## config.mk

```make
export PLATFORM = sky130hd
export DESIGN_NAME = kgs_top
export DESIGN_NICKNAME = d
export VERILOG_FILES = /design/src/verilog/kgs_pkg.sv /design/src/verilog/kgs_step_if.sv /design/src/verilog/kgs_click.sv /design/src/verilog/kgs_gain_step.sv /design/src/verilog/kgs_top.sv
export SDC_FILE = /design/constraint.sdc
export NUM_CORES = 1
export LEC_CHECK = 0
export ABC_AREA = 1
export BUFFER_PORTS_ARGS = -buffer_cell sky130_fd_sc_hd__buf_2
export CAP_MARGIN = 20
export CORE_MARGIN = 2
export CORE_UTILIZATION = 56
export DETAILED_ROUTE_END_ITERATION = 7
export PLACE_DENSITY = 0.89
export RECOVER_POWER = 50
export SYNTH_ARGS = -nofsm -noshare
export SYNTH_HDL_FRONTEND = slang
export SYNTH_SLANG_ARGS = --single-unit
export TNS_END_PERCENT = 100
```

## constraint.sdc

```tcl
create_clock -name mclk_in -period 4.8 [get_ports mclk_in]
set_input_delay 0.24 -clock mclk_in [delete_from_list [all_inputs] [get_ports mclk_in]]
set_output_delay 0.24 -clock mclk_in [all_outputs]
set_load 0.01 [all_outputs]
```

## src/verilog/kgs_pkg.sv

```systemverilog
package kgs_pkg;

	// Clock
	localparam int          CLK_HZ              = 40_000_000;
	localparam int          CLK_PERIOD_NS       = 25;

	// Keyclick tone: code 000 is the base frequency, each code doubles it
	localparam int          CLICK_BASE_MHZ      = 62_500;
	localparam longint      CLICK_HALF_BASE_CYC =
		(longint'(CLK_HZ) * 64'd1000) / (64'd2 * longint'(CLICK_BASE_MHZ));
	localparam int          CLICK_HALF_W        = 19;
	localparam int          CLICK_HALVES_W      = 7;

	// Register map (byte addresses)
	localparam int          ADR_W               = 8;
	localparam logic [7:0]  REG_CTRL_OFS        = 8'h04;
	localparam logic [7:0]  REG_STAT_OFS        = 8'h08;
	localparam logic [7:0]  REG_MASK_OFS        = 8'h0C;

	// Control register fields
	localparam int          CTRL_W              = 16;
	localparam logic [15:0] CTRL_RESET          = 16'h4410;
	localparam int          CT_TRIG             = 15;
	localparam int          CT_LVL_LSB          = 12;
	localparam int          CT_IN_RATE          = 11;
	localparam int          CT_TONE_LSB         = 8;
	localparam int          CT_CNT_LSB          = 4;
	localparam int          CT_L_SET            = 3;
	localparam int          CT_R_SET            = 2;
	localparam int          CT_OUT_RATE         = 1;
	localparam int          CT_IN_SET           = 0;

	// Event status / mask fields
	localparam int          ST_W                = 6;
	localparam int          ST_CLICK_DONE       = 0;
	localparam int          ST_LEFT_SET         = 1;
	localparam int          ST_RIGHT_SET        = 2;
	localparam int          ST_IN_SET           = 3;
	localparam int          ST_SAT              = 4;
	localparam int          ST_NOISE            = 5;
	localparam logic [5:0]  STAT_RESET          = 6'h00;
	localparam logic [5:0]  MASK_RESET          = 6'h00;

	// Gain codes, 0.5 dB per code
	localparam int          GAIN_W              = 7;
	localparam logic [6:0]  OUT_GAIN_RESET      = 7'h7F;
	localparam logic [6:0]  IN_GAIN_RESET       = 7'h00;
	localparam logic [6:0]  AGC_SAT_LOW_CODE    = 7'h00;
	localparam logic [6:0]  AGC_SAT_MAX_CODE    = 7'h77;
	localparam int          NUM_PGA             = 3;

endpackage

```

## src/verilog/kgs_step_if.sv

```systemverilog
interface kgs_step_if;
	logic                           strobe;
	logic                           slow;
	logic [kgs_pkg::GAIN_W-1:0]     target;
	logic [kgs_pkg::GAIN_W-1:0]     applied;
	logic                           settled;

	modport ctl (
		output strobe,
		output slow,
		output target,
		input  applied,
		input  settled
	);
	modport stepper (
		input  strobe,
		input  slow,
		input  target,
		output applied,
		output settled
	);
endinterface

```

## src/verilog/kgs_click.sv

```systemverilog
module kgs_click (
	// Clock and reset
	input  wire logic                               clk_in,
	input  wire logic                               rst_in,
	// Control
	input  wire logic                               start_in,
	input  wire logic                               stop_in,
	input  wire logic [2:0]                         tone_in,
	input  wire logic [3:0]                         count_in,
	input  wire logic [kgs_pkg::CLICK_HALF_W-1:0]   half_base_in,
	// Tone
	output logic                                    active_out,
	output logic                                    phase_out,
	output logic                                    done_out
);
	logic [kgs_pkg::CLICK_HALF_W-1:0]   half_cnt;
	logic [kgs_pkg::CLICK_HALVES_W-1:0] halves_left;

	wire [kgs_pkg::CLICK_HALF_W-1:0]   half_len  = half_base_in >> tone_in;
	// 2*(n+1) periods is 4*(n+1) half periods
	wire [kgs_pkg::CLICK_HALVES_W-1:0] halves_tot = {1'b0, count_in, 2'b00} + 7'h04;
	wire                               half_end   = (half_cnt == 19'h00001);
	wire                               last_half  = (halves_left == 7'h01);

	always_ff @(posedge clk_in or posedge rst_in) begin
		if (rst_in) begin
			active_out  <= 1'b0;
			phase_out   <= 1'b0;
			done_out    <= 1'b0;
			half_cnt    <= '0;
			halves_left <= '0;
		end else begin
			done_out <= 1'b0;
			if (start_in) begin
				active_out  <= 1'b1;
				phase_out   <= 1'b1;
				half_cnt    <= half_len;
				halves_left <= halves_tot;
			end else if (stop_in) begin
				active_out <= 1'b0;
				phase_out  <= 1'b0;
			end else if (active_out && half_end) begin
				half_cnt    <= half_len;
				halves_left <= halves_left - 7'h01;
				phase_out   <= ~phase_out;
				if (last_half) begin
					active_out <= 1'b0;
					phase_out  <= 1'b0;
					done_out   <= 1'b1;
				end
			end else if (active_out) begin
				half_cnt <= half_cnt - 19'h00001;
			end
		end
	end
endmodule

```

## src/verilog/kgs_gain_step.sv

```systemverilog
module kgs_gain_step #(
	parameter logic [kgs_pkg::GAIN_W-1:0] RESET_CODE = kgs_pkg::OUT_GAIN_RESET
) (
	// Clock and reset
	input  wire logic   clk_in,
	input  wire logic   rst_in,
	// Stepping port
	kgs_step_if.stepper s
);
	logic                       odd_frame;
	logic [kgs_pkg::GAIN_W-1:0] applied;
	logic                       settled;

	wire  step_now  = s.strobe && (!s.slow || odd_frame);
	wire  need_up   = applied < s.target;
	wire  need_down = applied > s.target;

	// One 0.5 dB code per step, always toward the target
	always_ff @(posedge clk_in or posedge rst_in) begin
		if (rst_in) begin
			odd_frame <= 1'b0;
			applied   <= RESET_CODE;
			settled   <= 1'b0;
		end else begin
			if (s.strobe)
				odd_frame <= s.slow ? ~odd_frame : 1'b0;
			if (step_now && need_up)
				applied <= applied + 7'h01;
			else if (step_now && need_down)
				applied <= applied - 7'h01;
			settled <= (applied == s.target);
		end
	end

	assign s.applied = applied;
	assign s.settled = settled;
endmodule

```

## src/verilog/kgs_top.sv

```systemverilog
// Notes on behaviour
// - Writing 1 to the trigger plays one click, then the bit self-clears.
// - Level field scales click amplitude, 000 lowest to 111 highest; resets 100.
// - Tone select gives 62.5 Hz doubling per code to 8 kHz; resets 100.
// - Period count n gives 2*(n+1) tone periods; resets 0001.
// - Input rate 0 steps input gain every frame strobe, 1 every second.
// - With AGC on, input rate bit is read-only and reads noise-low status.
// - Output rate 0 steps playback gains every frame, 1 every second.
// - Left settled flag reads 1 when applied left gain equals its target.
// - Right settled flag reads 1 when applied right gain equals its target.
// - Input settled flag reads 1 when input gain equals its target.
// - With AGC on, input settled flag reports saturation at low or max code.
//
// Our own choice: register access over Wishbone.
module kgs_top #(
	parameter logic [kgs_pkg::CLICK_HALF_W-1:0] CLICK_HALF_BASE =
		kgs_pkg::CLICK_HALF_W'(kgs_pkg::CLICK_HALF_BASE_CYC)
) (
	// Clock and reset
	input  wire logic                           mclk_in,
	input  wire logic                           sys_rst_in,
	// Wishbone slave
	input  wire logic                           wb_cyc_in,
	input  wire logic                           wb_stb_in,
	input  wire logic                           wb_we_in,
	input  wire logic [kgs_pkg::ADR_W-1:0]      wb_adr_in,
	input  wire logic [3:0]                     wb_sel_in,
	input  wire logic [31:0]                    wb_dat_in,
	output logic [31:0]                         wb_dat_out,
	output logic                                wb_ack_out,
	// Frame strobes
	input  wire logic                           play_frame_strobe_in,
	input  wire logic                           record_frame_strobe_in,
	// Gain targets and AGC
	input  wire logic [kgs_pkg::GAIN_W-1:0]     left_gain_target_in,
	input  wire logic [kgs_pkg::GAIN_W-1:0]     right_gain_target_in,
	input  wire logic [kgs_pkg::GAIN_W-1:0]     input_gain_target_in,
	input  wire logic                           agc_enable_in,
	input  wire logic [kgs_pkg::GAIN_W-1:0]     agc_gain_target_in,
	input  wire logic                           agc_noise_low_in,
	// Applied gains
	output logic [kgs_pkg::GAIN_W-1:0]          left_gain_out,
	output logic [kgs_pkg::GAIN_W-1:0]          right_gain_out,
	output logic [kgs_pkg::GAIN_W-1:0]          input_gain_out,
	// Keyclick
	output logic signed [4:0]                   keyclick_wave_out,
	output logic                                keyclick_active_out,
	// Interrupt
	output logic                                irq_out
);
	// Stored control bits; flag positions are never stored
	logic                       trig;
	logic [2:0]                 level;
	logic                       in_rate;
	logic [2:0]                 tone;
	logic [3:0]                 count;
	logic                       out_rate;
	logic [kgs_pkg::ST_W-1:0]   status;
	logic [kgs_pkg::ST_W-1:0]   mask;
	logic                       saturated;
	logic                       prev_l;
	logic                       prev_r;
	logic                       prev_in;
	logic                       prev_sat;
	logic                       prev_noise;

	// Bus decode
	wire        req        = wb_cyc_in && wb_stb_in;
	wire        take       = req && wb_ack_out;
	wire        hit_ctrl   = (wb_adr_in[7:2] == kgs_pkg::REG_CTRL_OFS[7:2]);
	wire        hit_stat   = (wb_adr_in[7:2] == kgs_pkg::REG_STAT_OFS[7:2]);
	wire        hit_mask   = (wb_adr_in[7:2] == kgs_pkg::REG_MASK_OFS[7:2]);
	wire        wr_ctrl_hi = take && wb_we_in && hit_ctrl && wb_sel_in[1];
	wire        wr_ctrl_lo = take && wb_we_in && hit_ctrl && wb_sel_in[0];
	wire        wr_mask    = take && wb_we_in && hit_mask && wb_sel_in[0];
	wire        rd_stat    = take && !wb_we_in && hit_stat;

	// Gain steppers
	kgs_step_if stp [kgs_pkg::NUM_PGA] ();

	genvar gi;
	generate
		for (gi = 0; gi < kgs_pkg::NUM_PGA; gi++) begin : g_pga
			kgs_gain_step #(
				.RESET_CODE ((gi == 2) ? kgs_pkg::IN_GAIN_RESET : kgs_pkg::OUT_GAIN_RESET)
			) u_step (
				.clk_in (mclk_in),
				.rst_in (sys_rst_in),
				.s      (stp[gi].stepper)
			);
		end
	endgenerate

	assign stp[0].strobe = play_frame_strobe_in;
	assign stp[0].slow   = out_rate;
	assign stp[0].target = left_gain_target_in;
	assign stp[1].strobe = play_frame_strobe_in;
	assign stp[1].slow   = out_rate;
	assign stp[1].target = right_gain_target_in;
	// Record PGA steps on either frame clock
	assign stp[2].strobe = play_frame_strobe_in || record_frame_strobe_in;
	assign stp[2].slow   = in_rate;
	assign stp[2].target = agc_enable_in ? agc_gain_target_in : input_gain_target_in;

	wire l_set  = stp[0].settled;
	wire r_set  = stp[1].settled;
	wire in_set = stp[2].settled;

	// Saturation when the AGC has driven the PGA to either end of its range
	wire sat_now = (stp[2].applied == kgs_pkg::AGC_SAT_LOW_CODE)
		|| (stp[2].applied == kgs_pkg::AGC_SAT_MAX_CODE);

	// Keyclick
	logic click_active;
	logic click_phase;
	logic click_done;
	wire  trig_wr1    = wr_ctrl_hi && wb_dat_in[kgs_pkg::CT_TRIG];
	wire  trig_wr0    = wr_ctrl_hi && !wb_dat_in[kgs_pkg::CT_TRIG];
	// Rewriting 1 while a click plays does not restart it
	wire  click_start = trig_wr1 && !(trig && !click_done);
	wire  click_stop  = trig_wr0 && trig;

	kgs_click u_click (
		.clk_in       (mclk_in),
		.rst_in       (sys_rst_in),
		.start_in     (click_start),
		.stop_in      (click_stop),
		.tone_in      (trig_wr1 ? wb_dat_in[10:8] : tone),
		.count_in     (trig_wr1 ? wb_dat_in[7:4] : count),
		.half_base_in (CLICK_HALF_BASE),
		.active_out   (click_active),
		.phase_out    (click_phase),
		.done_out     (click_done)
	);

	// Amplitude is level+1 so that code 000 still gives an audible click
	wire signed [4:0] amp       = signed'({2'b00, level}) + 5'sh01;
	wire signed [4:0] next_wave = !click_active ? 5'sh00 : (click_phase ? amp : -amp);

	// Read view of the control register
	wire in_rate_rd = agc_enable_in ? agc_noise_low_in : in_rate;
	wire in_set_rd  = agc_enable_in ? saturated : in_set;
	wire [15:0] ctrl_rd = {trig, level, in_rate_rd, tone, count,
		l_set, r_set, out_rate, in_set_rd};

	wire [31:0] rd_data = hit_ctrl ? {16'h0000, ctrl_rd} :
		hit_stat ? {26'h0, status} :
		hit_mask ? {26'h0, mask} : 32'h0000_0000;

	// Events: rising flags and click completion
	wire [kgs_pkg::ST_W-1:0] events = {
		agc_enable_in && agc_noise_low_in && !prev_noise,
		agc_enable_in && saturated && !prev_sat,
		in_set && !prev_in,
		r_set && !prev_r,
		l_set && !prev_l,
		click_done
	};
	// Only bits seen by the read are cleared; a new event wins over the clear
	wire [kgs_pkg::ST_W-1:0] clr_bits   = rd_stat ? wb_dat_out[kgs_pkg::ST_W-1:0] : '0;
	wire [kgs_pkg::ST_W-1:0] next_status = (status & ~clr_bits) | events;

	// Wishbone answer: ack one cycle after the request, data registered with it
	always_ff @(posedge mclk_in or posedge sys_rst_in) begin
		if (sys_rst_in) begin
			wb_ack_out <= 1'b0;
			wb_dat_out <= 32'h0000_0000;
		end else begin
			wb_ack_out <= req && !wb_ack_out;
			if (req && !wb_ack_out)
				wb_dat_out <= wb_we_in ? 32'h0000_0000 : rd_data;
		end
	end

	// Control register; flag bits in the write data are dropped
	always_ff @(posedge mclk_in or posedge sys_rst_in) begin
		if (sys_rst_in) begin
			trig     <= kgs_pkg::CTRL_RESET[kgs_pkg::CT_TRIG];
			level    <= kgs_pkg::CTRL_RESET[14:12];
			in_rate  <= kgs_pkg::CTRL_RESET[kgs_pkg::CT_IN_RATE];
			tone     <= kgs_pkg::CTRL_RESET[10:8];
			count    <= kgs_pkg::CTRL_RESET[7:4];
			out_rate <= kgs_pkg::CTRL_RESET[kgs_pkg::CT_OUT_RATE];
		end else begin
			if (click_start)
				trig <= 1'b1;
			else if (click_done || click_stop)
				trig <= 1'b0;
			if (wr_ctrl_hi) begin
				level <= wb_dat_in[14:12];
				tone  <= wb_dat_in[10:8];
				if (!agc_enable_in)
					in_rate <= wb_dat_in[kgs_pkg::CT_IN_RATE];
			end
			if (wr_ctrl_lo) begin
				count    <= wb_dat_in[7:4];
				out_rate <= wb_dat_in[kgs_pkg::CT_OUT_RATE];
			end
		end
	end

	// Status, mask, edge history and interrupt
	always_ff @(posedge mclk_in or posedge sys_rst_in) begin
		if (sys_rst_in) begin
			status     <= kgs_pkg::STAT_RESET;
			mask       <= kgs_pkg::MASK_RESET;
			saturated  <= 1'b0;
			prev_l     <= 1'b0;
			prev_r     <= 1'b0;
			prev_in    <= 1'b0;
			prev_sat   <= 1'b0;
			prev_noise <= 1'b0;
			irq_out    <= 1'b0;
		end else begin
			status     <= next_status;
			if (wr_mask)
				mask <= wb_dat_in[kgs_pkg::ST_W-1:0];
			saturated  <= agc_enable_in && sat_now;
			prev_l     <= l_set;
			prev_r     <= r_set;
			prev_in    <= in_set;
			prev_sat   <= agc_enable_in && saturated;
			prev_noise <= agc_enable_in && agc_noise_low_in;
			irq_out    <= |(next_status & mask);
		end
	end

	// Registered copies of the applied gains and the click waveform
	always_ff @(posedge mclk_in or posedge sys_rst_in) begin
		if (sys_rst_in) begin
			left_gain_out       <= kgs_pkg::OUT_GAIN_RESET;
			right_gain_out      <= kgs_pkg::OUT_GAIN_RESET;
			input_gain_out      <= kgs_pkg::IN_GAIN_RESET;
			keyclick_wave_out   <= 5'sh00;
			keyclick_active_out <= 1'b0;
		end else begin
			left_gain_out       <= stp[0].applied;
			right_gain_out      <= stp[1].applied;
			input_gain_out      <= stp[2].applied;
			keyclick_wave_out   <= next_wave;
			keyclick_active_out <= click_active;
		end
	end
endmodule
```

======== After elaboration in Yosys (flattened, before gate mapping) ========
Index checks and enable logic that the tools add are counted.
cells by class
  add/subtract/negate cells ............... 11
  magnitude comparators ................... 6
  equality and inequality tests ........... 10
  shifts and indexed selects .............. 1
  mux-type cells .......................... 42
  bitwise logic cells ..................... 9
  reduce and logical (&&, ||, !) cells .... 66
operator list
  cell                                                                     count
  19-bit two-way mux                                                       4
  7-bit two-way mux                                                        10
  1-bit logical AND                                                        34
  16-bit two-way mux                                                       2
  7-bit by 1-bit subtractor with 7-bit output (second input constant)      4
  7-bit by 1-bit adder with 7-bit output (second input constant)           3
  7-bit equality test                                                      3
  7-bit greater-than comparator                                            3
  7-bit < comparator                                                       3
  19-bit by 1-bit equality test with 1-bit output (second input constant)  1
  1-bit two-way mux                                                        19
  19-bit by 3-bit >> shifter with 19-bit output (first input constant)     1
  19-bit by 1-bit subtractor with 19-bit output (second input constant)    1
  6-bit two-way mux                                                        3
  6-bit AND                                                                2
  6-bit by 2-bit equality test with 1-bit output (second input constant)   2
  1-bit zero test                                                          12
  5-bit two-way mux                                                        2
  2-bit nonzero test                                                       5
  3-bit nonzero test                                                       3
  2-bit AND reduction                                                      4
  6-bit by 3-bit adder with 7-bit output (second input constant)           1
  7-bit by 1-bit equality test with 1-bit output (second input constant)   1
  7-bit equality test (second input constant)                              1
  12 further kinds                                                         21
storage, ports and cells
  bits in registers ....................... 148

======== Longest topological paths before layout ========
Gate-level depths: netlist of the first run.
  depth in word-level cells ............... 11
  depth in mapped cells ................... 18
  depth with buffers taken out ............ 17

======== Modules after synthesis ========
A second synthesis of the first run with hierarchy kept.
second synthesis, totals
  cell total of the unflattened synthesis .. 1109
  area total of the unflattened synthesis .. 8519.4 um2
by module, submodules not included
  module                                times used  cells an instance  area each (um2)  seq. area each (um2)
  kgs_top                               1           341                3291.9           1923.1
  kgs_click                             1           447                2680.1           725.7
  kgs_gain_step at g_pga[0].u_step ...  2           107                852.1            234.0
  kgs_gain_step at g_pga[2].u_step      1           107                843.3            225.2

======== Worst setup path before layout of the first run ========
Ideal clock, no wire load.
  path kind ............................... input to register
  start point ............................. input agc_enable_in
  end point ............................... register g_pga[2].u_step.applied (netlist bit g_pga[2].u_step.s.applied[6])
  arrival time ............................ 2.952 ns
  slack ................................... 1.725 ns
  stages .................................. 16
  cell sequence ........................... clkbuf_1 mux2i_1 ha_1 a21oi_1 o21ai_0 nand2_1 o2111ai_1 fa_1 nand3_1 nand2_1 nand2_1 nand2_1 a21oi_1 nand4_1 o211ai_1 nand2_1
on the way
  word-level cells in the longest chain between the ends .. 4
RTL lines
  item                                                                        RTL line                                  RTL
  start, declared                                                             kgs_top.sv:38                             input wire logic agc_enable_in,
  7-bit two-way mux *                                                         kgs_top.sv:103                            assign stp[2].target = agc_enable_in ? agc_gain_target_in : input_gain_target_in;
  7-bit < comparator / 7-bit greater-than comparator (equally long branches)  kgs_gain_step.sv:15, kgs_gain_step.sv:16
  1-bit logical AND, on equally long branches                                 kgs_gain_step.sv:27, kgs_gain_step.sv:29
  7-bit two-way mux / 2-bit nonzero test (equally long branches)              n/a
  end signal, assigned                                                        kgs_gain_step.sv:28                       applied <= applied + 7'h01;
  end signal, assigned                                                        kgs_gain_step.sv:30                       applied <= applied - 7'h01;
  end, declared                                                               kgs_gain_step.sv:11                       logic [kgs_pkg::GAIN_W-1:0] applied;
Every way passes the cells marked *; elsewhere a longest branch is shown, timed or not.
A chain may end at the register's enable or synchronous reset.

======== Worst setup path in the final report of the first run ========
Same ends and word-level chain as after synthesis.

==> summary.md, run 1 <==
| Metric | Value |
|---|---|
| Post-synth design cell area | roughly 0.0075 mm² |
| Clock Sink Count | about 130 |
| Number of flops mapped to enable cells by yosys | 0 |
| Post-synthesis average cell area | about 8.5 µm² |
| Slew at the pin with the worst max-slew slack | 2.43 ns |
| Post-detailed-routing wire length | 18,100 µm |
| Number of failing setup endpoints in the final timing report | 0 |
| Top delay family on crit path | compound AO/OA/AOI/OAI gates |
| Number of buffers and inverters on the critical path | 1 |
| Via count | 6,477 |
| Most prevalent standard cell on the critical path | sky130_fd_sc_hd__nand2_1 |
| Fmax | 307 MHz |
| Unrepaired setup endpoints after global routing | false |
| Number of buffers inserted to repair setup after CTS | 0 |
| Via count of the first global-routing pass | 6,470 |
| Netlist cell types | 49 |
| Final weighted congestion in routability-driven placement | 0.910 |
| Clock latency reported for the late side of the worst-skew pair | 0.42 ns |
| Class of the tightest hold or removal check | input port to flop |
| Number of design-rule violations left by the first detailed-router iteration | 609 |
| Chip Width | 120 µm |
| Highest ir drop seen on vdd | 0.392 mV |
| Last element of the critical path | g_pga[2].u_step.s.applied[6]$_DFFE_PP0P_ |
| Sequential-to-total area share from yosys stat | 0.446 |
| Time the final worst path needs with I/O delays and setup | 3.26 ns |
| Ant. Diodes | 0 |
| Worst-case clock skew | around 0.005 ns |
| Flop-to-flop setup slack | 1.57 ns |
| Post-route worst hold slack | roughly 0.033 ns |
| Remaining antenna violation count after routing | 0 |
| # H-tree levels | 4 |
| CP max stage delay | 0.59 ns |
| Root Buffer Master | sky130_fd_sc_hd__clkbuf_16 |
| Max stage delay cell, worst path | sky130_fd_sc_hd__fa_1 |
| Area overhead of the layout relative to synthesis | 15.4% |
| Post-DR vias/cell | 5.46 |
| Resized cells post-CTS | 0 |
| Number of buffers inserted for hold repair after clock tree synthesis | 1 |
| Global Route Usage Sum | 0.267 |
| Length of the first detailed-routing pass in iterations | 5 |
| Start point of the critical path | agc_enable_in |
| Endpoint of the lowest-slack register-to-register path | g_pga[0].u_step.s.applied[6]$_DFFE_PP1P_ |
| Power per cell area | 478 mW/mm² |
| Fin nets | 1,129 |
| Violations in the final reports | max-capacitance violations, max-slew violations |
| Pin count of the biggest net entering global routing | 70 |
| Buffers from clock root to sink, at most | 2 |
| DRC | 0 |
| Clock transition at the registers of the reported paths | 0.06 ns |
| Most frequent cells in the layout | 185 x sky130_fd_sc_hd__nand2_1, 105 x sky130_fd_sc_hd__inv_1, 101 x sky130_fd_sc_hd__dfrtp_1, 84 x sky130_fd_sc_hd__o21ai_0, 65 x sky130_fd_sc_hd__nor2_1 |
| Initial cell density of the core | 0.571 |
| Synthesized instance count | 880 |
| Floorplan die area | 0.0143 mm² |
| Average wire per standard cell | 15.3 µm |
| Most used flip-flop cell after synthesis | sky130_fd_sc_hd__dfrtp_1 |
| Number of synthesis warnings | 0 |
| Core Region | 0.0131 mm² |
| Critical path required time | 5.10 ns |
| Start of the worst register-to-register path | g_pga[0].u_step.s.applied[2]$_DFFE_PP1P_ |
| Proportion of register bits with asynchronous set or reset after synthesis | 1.00 |
| Global-route wire length before repair | a little over 30,000 µm |
| Critical path type | input port to flop |
| Number of primary I/O pins | 142 |
| Number of hold violations in the final report | 0 |
| GRT Residual Overflow | 0 |
| Setup tns final | 0 ns |
| Number of placement rows | 42 |
| Clock tree from TritonCTS | built |
| Number of clock buffers inserted by TritonCTS | 17 |
| Total of max-cap violations | 2 |
| Yosys reg bits | 132 |
| Final Cycle Share | 0.679 |
| Run status | finished with violations |
| Number of max-slew violations in the final report | approximately 120 |
| Most common cell after layout, fill and taps aside | sky130_fd_sc_hd__nand2_1 |
| Share of layout cells above drive strength 1 | 0.144 |
| Pleak | 4.31 nW |
| Length in cells of the worst reg-to-reg path | 15 |
| Port bufs | around 110 |
| Relative max-transition margin | -0.621 |
| Peak fanout along the critical path | 12 |
| Number of gates on the worst path with buffers counted | 16 |
| Die Y-Extent | about 120 µm |
| Initial antenna violation count | 0 |
| Worst path arrival time | around 3.6 ns |
| Sum of net half-perimeters after detailed placement | 13,100 µm |
| Startpoint Class | input port |
| Capturing element type of the critical path | flop |
| Cell chain of the critical path | clkbuf_1 -> mux2i_1 -> ha_1 -> a21oi_1 -> o21ai_0 -> nand2_1 -> o2111ai_1 -> fa_1 -> nand3_1 -> nand2_1 -> nand2_1 -> nand2_1 -> a21oi_1 -> nand4_1 -> o211ai_1 -> nand2_1 |
## flip-flops by register name, summed over array words and instances, names as in the netlist, 4 cells and up
signal	flops
status	6
u_click.half_cnt	19
wb_dat_out	16
keyclick_wave_out	5
mask	6
left_gain_out	7
u_click.halves_left	7
g_pga.u_step.s.applied	21
input_gain_out	7
count	4
right_gain_out	7
## kinds of logic (layout without fill, tap and decap cells)
kind of cell             Yosys count  count (layout)  share of synthesized area
AO/OA/AOI/OAI                    171             171                      0.124
XOR/XNOR                          27              27                     0.0315
adder cells (fa/ha/maj)           51              51                     0.0881
buffers and inverters            138             253                     0.0809
flip-flops                       132             132                      0.446
multiplexers                      11              11                     0.0155
other                              1              16                   0.000500
AND/OR/NAND/NOR                  349             349                      0.214
## Yosys cell counts (6+ instances only)
cell                       instances  area share
sky130_fd_sc_hd__nand3_1          39       0.026
sky130_fd_sc_hd__o21ai_0          84       0.056
sky130_fd_sc_hd__xor2_1           14       0.016
sky130_fd_sc_hd__inv_1           106       0.053
sky130_fd_sc_hd__nand2_1         185       0.093
sky130_fd_sc_hd__buf_4            18       0.018
sky130_fd_sc_hd__mux2i_1           6      0.0080
sky130_fd_sc_hd__xnor2_1          13       0.015
sky130_fd_sc_hd__o21ai_1           9      0.0060
sky130_fd_sc_hd__nor3_1           13      0.0087
sky130_fd_sc_hd__nand4_1          15       0.013
sky130_fd_sc_hd__inv_2             6      0.0030
sky130_fd_sc_hd__o211ai_1          7      0.0070
sky130_fd_sc_hd__dfrtp_1         101        0.34
sky130_fd_sc_hd__ha_1             48       0.080
sky130_fd_sc_hd__dfstp_2          31        0.11
sky130_fd_sc_hd__a21oi_1          53       0.035
sky130_fd_sc_hd__nor2_1           65       0.033
## layer usage
metal	share of wire	track usage	up-vias
li1	-	-	3115
met1	0.41	0.324	3093
met2	0.51	0.459	235
met3	0.065	0.0760	34
met4	0.017	0.0860	0
met5	0	0	-
## per-stage QoR
stage	power (mW)	utilization	area (µm²)	cells	setup WS (ns)
2_1_floorplan	2.57	-	7550	895	1.09
3_3_place_gp	2.84	0.620	8140	1153	1.53
3_5_place_dp	2.94	0.620	8140	1153	1.42
4_1_cts	4.19	0.664	8720	1186	1.63
5_1_grt	4.43	0.659	8650	1186	0.999
6_report	4.13	0.659	8650	1186	1.54
## worst reg2reg max path, stage by stage (launching register included)
cell and delay [ns]:
sky130_fd_sc_hd__dfstp_1 0.58, sky130_fd_sc_hd__ha_1 0.28, sky130_fd_sc_hd__a21oi_1 0.14, sky130_fd_sc_hd__o21ai_0 0.10, sky130_fd_sc_hd__nand2_1 0.07, sky130_fd_sc_hd__o2111ai_1 0.41
sky130_fd_sc_hd__ha_1 0.52, sky130_fd_sc_hd__a21oi_1 0.21, sky130_fd_sc_hd__nand2_1 0.07, sky130_fd_sc_hd__nand2_1 0.08, sky130_fd_sc_hd__nand2_1 0.05, sky130_fd_sc_hd__a21oi_1 0.23
sky130_fd_sc_hd__nand4_1 0.17, sky130_fd_sc_hd__o21ai_0 0.16, sky130_fd_sc_hd__nand2_1 0.07, sky130_fd_sc_hd__nand2_1 0.06
## worst min-delay path by stage
stage                                         from                                to  slack (ns)  cells after the start
2_1_floorplan  g_pga[2].u_step.s.settled$_DFF_PP0_                 prev_in$_DFF_PP0_        0.35                      0
3_3_place_gp                            sys_rst_in  u_click.half_cnt[13]$_DFFE_PP0P_        0.20                      2
3_5_place_dp                            sys_rst_in  u_click.half_cnt[14]$_DFFE_PP0P_        0.20                      2
4_1_cts                              wb_dat_in[14]              level[2]$_DFFE_PP1N_        0.02                      3
5_1_grt                              wb_dat_in[14]              level[2]$_DFFE_PP1N_        0.04                      3
6_report                             wb_dat_in[14]              level[2]$_DFFE_PP1N_        0.03                      3
## cell type report
type | instances | area [µm²]
clock inverter | 8 | 45.0
tap | 176 | 220
timing repair buffer | 108 | 485
inverter | 113 | 430
multi-input combinational | 625 | 3600
fill | 1080 | 4490
clock buffer | 24 | 524
sequential | 132 | 3340
## power by group
group          total (mW)  leakage, nW  switching [mW]  internal [mW]
clock                1.24        0.290           0.484          0.758
combinational        1.32         2.45           0.763          0.555
sequential           1.57         1.57           0.180           1.39
total                4.13         4.31            1.43           2.71
No activity file was read; power rests on OpenSTA's default activity.
==> run 2: changes to the inputs <==
--- a/config.mk
+++ b/config.mk
@@ -5,13 +5,13 @@
 export SDC_FILE = /design/constraint.sdc
 export NUM_CORES = 1
 export LEC_CHECK = 0
-export ABC_AREA = 1
+export ABC_AREA = 0
 export BUFFER_PORTS_ARGS = -buffer_cell sky130_fd_sc_hd__buf_2
 export CAP_MARGIN = 20
 export CORE_MARGIN = 2
 export CORE_UTILIZATION = 56
 export DETAILED_ROUTE_END_ITERATION = 7
-export PLACE_DENSITY = 0.89
+export PLACE_DENSITY = 0.9
 export RECOVER_POWER = 50
 export SYNTH_ARGS = -nofsm -noshare
 export SYNTH_HDL_FRONTEND = slang
==> constraint.sdc (replaced) <==
create_clock -name mclk_in -period 3 [get_ports mclk_in]
set_input_delay 0.15 -clock mclk_in [delete_from_list [all_inputs] [get_ports mclk_in]]
set_output_delay 0.15 -clock mclk_in [all_outputs]
set_load 0.01 [all_outputs]
==> run 2 against run 1 <==
Net effect: the run ends with negative setup slack left; count of clock-buffer cells in the layout is 6 lower; sequential share of layout area is 2.2 points lower; clock skew is 0.0030 ns higher; non-clock buffer count is 58 higher; global-route usage up 0.85 points; synthesized area fell by 2.9%; sequential cell count stayed put; power is 83% higher; worst setup slack got worse by 1.6 ns.
==> summary.md, run 2 <==
| Metric | Value |
|---|---|
| Post-detailed-routing wire length | 18,800 µm (was 18,100 µm) |
| Startpoint Class | flop (was input port) |
| Number of gates on the worst path with buffers counted | 13 (was 16) |
| Area overhead of the layout relative to synthesis | 25.9% (was 15.4%) |
| Number of buffers and inverters on the critical path | 0 (was 1) |
| Clock latency reported for the late side of the worst-skew pair | 0.42 ns (about the same) |
| Top cells by area in the synthesized netlist | sky130_fd_sc_hd__dfrtp_1 35%, sky130_fd_sc_hd__dfstp_2 11%, sky130_fd_sc_hd__ha_1 8.2% (was sky130_fd_sc_hd__dfrtp_1 34%, sky130_fd_sc_hd__dfstp_2 11%, sky130_fd_sc_hd__nand2_1 9.3%) |
| Post-DR vias/cell | 5.84 (was 5.46) |
| Capturing element type of the critical path | flop (unchanged) |
| Count of fill cells added during filler insertion | 825 (was 1,080) |
| Peak fanout along the critical path | 4 (was 12) |
| Slew at the pin with the worst max-slew slack | 0.921 ns (was 2.43 ns) |
| Final weighted congestion in routability-driven placement | 0.875 (was 0.910) |
| Buffers from clock root to sink, at most | 2 (unchanged) |
| Post-route worst hold slack | 0.0200 ns (was 0.0329 ns) |
| Critical path required time | 3.35 ns (was 5.10 ns) |
| Share of layout cells above drive strength 1 | 0.307 (was 0.144) |
| Switching Share | 0.328 (was 0.345) |
| Highest ir drop seen on vdd | 0.758 mV (was 0.392 mV) |
| Average wire per standard cell | 17.4 µm (was 15.3 µm) |
| Post-synthesis average cell area | 9.80 µm² (was 8.52 µm²) |
| Worst hold start | wb_dat_in[7] (was wb_dat_in[14]) |
| Die Y-Extent | 118 µm (was 120 µm) |
| # H-tree levels | 4 (unchanged) |
| Share of power burned in the clock network | 0.310 (was 0.301) |
| Chip Width | 118 µm (was 120 µm) |
| Global-route wire length before repair | 30,700 µm (was 30,400 µm) |
| Capture endpoint of the worst hold path | count[3]$_DFFE_PP0P_ (was level[2]$_DFFE_PP1N_) |
| Number of hold violations in the final report | 0 (unchanged) |
| Clock Sink Count | 132 (unchanged) |
| Worst-case clock skew | 0.00803 ns (was 0.00502 ns) |
| Yosys reg bits | 132 (unchanged) |
| Number of placement rows | 41 (was 42) |
| Post-synth design cell area | 0.00728 mm² (was 0.00750 mm²) |
| Initial cell density of the core | 0.575 (was 0.571) |
| Clock transition at the registers of the reported paths | 0.06 ns (about the same) |
| CP max stage delay | 0.57 ns (was 0.59 ns) |
| Area of the multi-input gates | 0.00371 mm² (was 0.00360 mm²) |
| Port bufs | 105 (unchanged) |
| Most common cell after layout, fill and taps aside | sky130_fd_sc_hd__buf_2 (was sky130_fd_sc_hd__nand2_1) |
| Commonest cells in the synthesized netlist | 101 x sky130_fd_sc_hd__dfrtp_1, 71 x sky130_fd_sc_hd__nand2_1, 54 x sky130_fd_sc_hd__o21ai_0 (was 185 x sky130_fd_sc_hd__nand2_1, 106 x sky130_fd_sc_hd__inv_1, 101 x sky130_fd_sc_hd__dfrtp_1) |
| Number of synthesis warnings | 0 (unchanged) |
| Number of max-slew violations in the final report | 0 (was 118) |
| Dominant cell by count in the synthesized netlist | sky130_fd_sc_hd__dfrtp_1 (was sky130_fd_sc_hd__nand2_1) |
| Endpoint of the lowest-slack register-to-register path | g_pga[1].u_step.s.applied[6]$_DFFE_PP1P_ (was g_pga[0].u_step.s.applied[6]$_DFFE_PP1P_) |
| Netlist cell types | 62 (was 49) |
| Pleak | 4.36 nW (was 4.31 nW) |
| Sum of net half-perimeters after detailed placement | 12,300 µm (was 13,100 µm) |
| Area taken by flip-flops and latches | 0.00334 mm² (unchanged) |
| Root Buffer Master | sky130_fd_sc_hd__clkbuf_16 (unchanged) |
| Total of max-cap violations | 0 (was 2) |
| Power per cell area | 825 mW/mm² (was 478 mW/mm²) |
| Number of design-rule violations left by the first detailed-router iteration | 641 (was 609) |
| Most used flip-flop cell after synthesis | sky130_fd_sc_hd__dfrtp_1 (unchanged) |
| Length of the first detailed-routing pass in iterations | 5 (unchanged) |
| Hold path depth | 2 (was 3) |
| Max stage delay cell, worst path | sky130_fd_sc_hd__dfstp_2 (was sky130_fd_sc_hd__fa_1) |
| Number of flops mapped to enable cells by yosys | 0 (unchanged) |
| Floorplan die area | 0.0139 mm² (was 0.0143 mm²) |
| Area share of the largest cell type after synthesis | 0.347 (was 0.337) |
| Largest registers | g_pga.u_step.s.applied: 21 flops, u_click.half_cnt: 19 flops, wb_dat_out: 16 flops (unchanged) |
| Register name with the most flops | g_pga.u_step.s.applied (unchanged) |
| DRC | 0 (unchanged) |
| Class of the tightest hold or removal check | input port to flop (unchanged) |
| Via count | 6,328 (was 6,477) |
| DP Worst Slack | -0.226 ns (was 1.42 ns) |
| Worst path arrival time | 3.44 ns (was 3.56 ns) |
| Top delay family on crit path | compound AO/OA/AOI/OAI gates (unchanged) |
| Sequential-to-total area share from yosys stat | 0.459 (was 0.446) |
| Fmax | 324 MHz |
| Clock tree from TritonCTS | built (unchanged) |
| Global Route Usage Sum | 0.275 (was 0.267) |
| Unrepaired setup endpoints after global routing | true (was false) |
| Relative max-transition margin | 0.385 (was -0.621) |
| Run status | finished with violations (unchanged) |
| Final Worst Setup Slack | -0.0864 ns (was 1.54 ns) |
| Pin count of the biggest net entering global routing | 61 (was 70) |
| Net switching power | 2.48 mW (was 1.43 mW) |
| Violations in the final reports | negative setup slack (was max-capacitance violations, max-slew violations) |
| Length in cells of the worst reg-to-reg path | 13 (was 15) |
| GRT Residual Overflow | 0 (unchanged) |
| Reg power frac | 0.339 (was 0.381) |
| Utilization after layout | 0.724 (was 0.659) |
| Number of failing setup endpoints in the final timing report | 1 (was 0) |
| Start of the worst register-to-register path | g_pga[1].u_step.s.applied[4]$_DFFE_PP1P_ (was g_pga[0].u_step.s.applied[2]$_DFFE_PP1P_) |
| Remaining antenna violation count after routing | 0 (unchanged) |
| Share of total power in combinational logic | 0.351 (was 0.319) |
| Cell chain of the critical path | ha_4 -> a21oi_4 -> nor2_2 -> a2111oi_4 -> o21ai_2 -> fa_2 -> a21oi_2 -> nor2_1 -> o21a_1 -> o21a_1 -> nor2_2 -> mux2i_1 -> xor2_1 (was clkbuf_1 -> mux2i_1 -> ha_1 -> a21oi_1 -> o21ai_0 -> nand2_1 -> o2111ai_1 -> fa_1 -> nand3_1 -> nand2_1 -> nand2_1 -> nand2_1 -> a21oi_1 -> nand4_1 -> o211ai_1 -> nand2_1) |
| Dominant cell type by area after synthesis | sky130_fd_sc_hd__dfrtp_1 (unchanged) |
| Proportion of register bits with asynchronous set or reset after synthesis | 1.00 (unchanged) |
| Pint | 5.09 mW (was 2.71 mW) |
| Most frequent cells in the layout | 105 x sky130_fd_sc_hd__buf_2, 101 x sky130_fd_sc_hd__dfrtp_1, 71 x sky130_fd_sc_hd__nand2_1, 50 x sky130_fd_sc_hd__o21ai_0, 48 x sky130_fd_sc_hd__buf_4 (was 185 x sky130_fd_sc_hd__nand2_1, 105 x sky130_fd_sc_hd__inv_1, 101 x sky130_fd_sc_hd__dfrtp_1, 84 x sky130_fd_sc_hd__o21ai_0, 65 x sky130_fd_sc_hd__nor2_1) |
| Via count of the first global-routing pass | 6,359 (was 6,470) |
| Core Region | 0.0127 mm² (was 0.0131 mm²) |
| Setup tns final | -0.0864 ns (was 0 ns) |
| Fin nets | 1,030 (was 1,129) |
| Final Cycle Share | 1.03 |
| Critical path type | flop to flop (was input port to flop) |
| Initial antenna violation count | 2 (was 0) |
| Time the final worst path needs with I/O delays and setup | 3.09 ns |
| Synthesized instance count | 743 (was 880) |
| Flop-to-flop setup slack | -0.09 ns (was 1.57 ns) |
| Max FFs per register | 21 (unchanged) |
| Number of clock buffers inserted by TritonCTS | 17 (unchanged) |
| Number of primary I/O pins | 142 (unchanged) |
## run 2: cell types whose count changed after synthesis, sizes merged, moves of 9 or more
| cell | previous run | this run |
|---|---|---|
| a22oi | 0 | 9 |
| o21ai | 96 | 72 |
| a21o | 0 | 10 |
| nand2 | 192 | 71 |
| nand3 | 42 | 19 |
| inv | 112 | 48 |
| a22o | 0 | 10 |
| nand4 | 17 | 7 |
| nand2b | 1 | 10 |
| clkbuf | 5 | 18 |
| nor2 | 70 | 36 |
| or3 | 0 | 10 |
| mux2 | 5 | 24 |
## run 2: power by group through the flow
stage,clock (mW),combinational (mW),sequential [mW]
detailed placement,0,2.31,2.56
CTS,2.36,2.49,2.55
global placement,0,2.20,2.55
floorplan,0,1.38,2.65
global route,2.45,2.93,2.61
finish,2.34,2.65,2.57
## run 2: what timing repair did
| action | CTS | global route |
|---|---|---|
| buffers inserted | 1 | 2 |
| hold buffers | 10 | 0 |
| pin swaps | 9 | 14 |
| setup endpoints to repair | 7 | 6 |
| gates resized for setup | 19 | 12 |
| hold endpoints to repair | 37 | 0 |
## run 2: metal layers
| layer | vias up | GRT usage | part of all wire |
|---|---|---|---|
| li1 | 2935 | - | - |
| met1 | 3002 | 0.340 | 0.40 |
| met2 | 325 | 0.446 | 0.49 |
| met3 | 66 | 0.0727 | 0.078 |
| met4 | 0 | 0.141 | 0.037 |
| met5 | - | 0 | 0 |
## run 2: logic make-up after synthesis
logic type / share of synthesized area
AO/OA/AOI/OAI: 0.170
XOR/XNOR: 0.0241
adder cells (fa/ha/maj): 0.0907
buffers and inverters: 0.0601
flip-flops: 0.459
multiplexers: 0.0536
other: 0.000515
AND/OR/NAND/NOR: 0.142
## run 2: area by class of cell
class	count	share of cell area
Multi-Input combinational cell	532	0.405
Sequential cell	132	0.364
Timing Repair Buffer	166	0.114
Clock buffer	18	0.0479
Clock inverter	14	0.0247
Tap cell	172	0.0235
Inverter	49	0.0205
Antenna cell	1	0.000273
## run 2: per-stage QoR
stage | area [µm²] | total power [mW] | instances
6_report | 9170 | 7.56 | 1084
5_1_grt | 9170 | 7.99 | 1084
4_1_cts | 9100 | 7.40 | 1081
3_5_place_dp | 8230 | 4.87 | 1038
3_3_place_gp | 8230 | 4.75 | 1038
2_1_floorplan | 7350 | 4.04 | 758
## run 2: worst max path at each step
stage | from | endpoint | slack [ns]
3_3_place_gp | g_pga[1].u_step.s.applied[4]$_DFFE_PP1P_ | g_pga[1].u_step.s.applied[6]$_DFFE_PP1P_ | -0.05
6_report | g_pga[1].u_step.s.applied[4]$_DFFE_PP1P_ | g_pga[1].u_step.s.applied[6]$_DFFE_PP1P_ | -0.09
2_1_floorplan | g_pga[1].u_step.s.applied[4]$_DFFE_PP1P_ | g_pga[1].u_step.s.applied[6]$_DFFE_PP1P_ | 0.004
3_5_place_dp | g_pga[1].u_step.s.applied[4]$_DFFE_PP1P_ | g_pga[1].u_step.s.applied[6]$_DFFE_PP1P_ | -0.23
5_1_grt | g_pga[1].u_step.s.applied[4]$_DFFE_PP1P_ | g_pga[1].u_step.s.applied[6]$_DFFE_PP1P_ | -0.25
4_1_cts | g_pga[1].u_step.s.applied[4]$_DFFE_PP1P_ | g_pga[1].u_step.s.applied[6]$_DFFE_PP1P_ | -0.06
## run 2: worst register-to-register path, stage by stage, from the launching register on
cell	delay, ns
sky130_fd_sc_hd__dfstp_2	0.57
sky130_fd_sc_hd__ha_4	0.22
sky130_fd_sc_hd__a21oi_4	0.16
sky130_fd_sc_hd__nor2_2	0.07
sky130_fd_sc_hd__a2111oi_4	0.31
sky130_fd_sc_hd__o21ai_2	0.17
sky130_fd_sc_hd__fa_2	0.41
sky130_fd_sc_hd__a21oi_2	0.13
sky130_fd_sc_hd__nor2_1	0.06
sky130_fd_sc_hd__o21a_1	0.18
sky130_fd_sc_hd__o21a_1	0.19
sky130_fd_sc_hd__nor2_2	0.14
sky130_fd_sc_hd__mux2i_1	0.24
sky130_fd_sc_hd__xor2_1	0.17
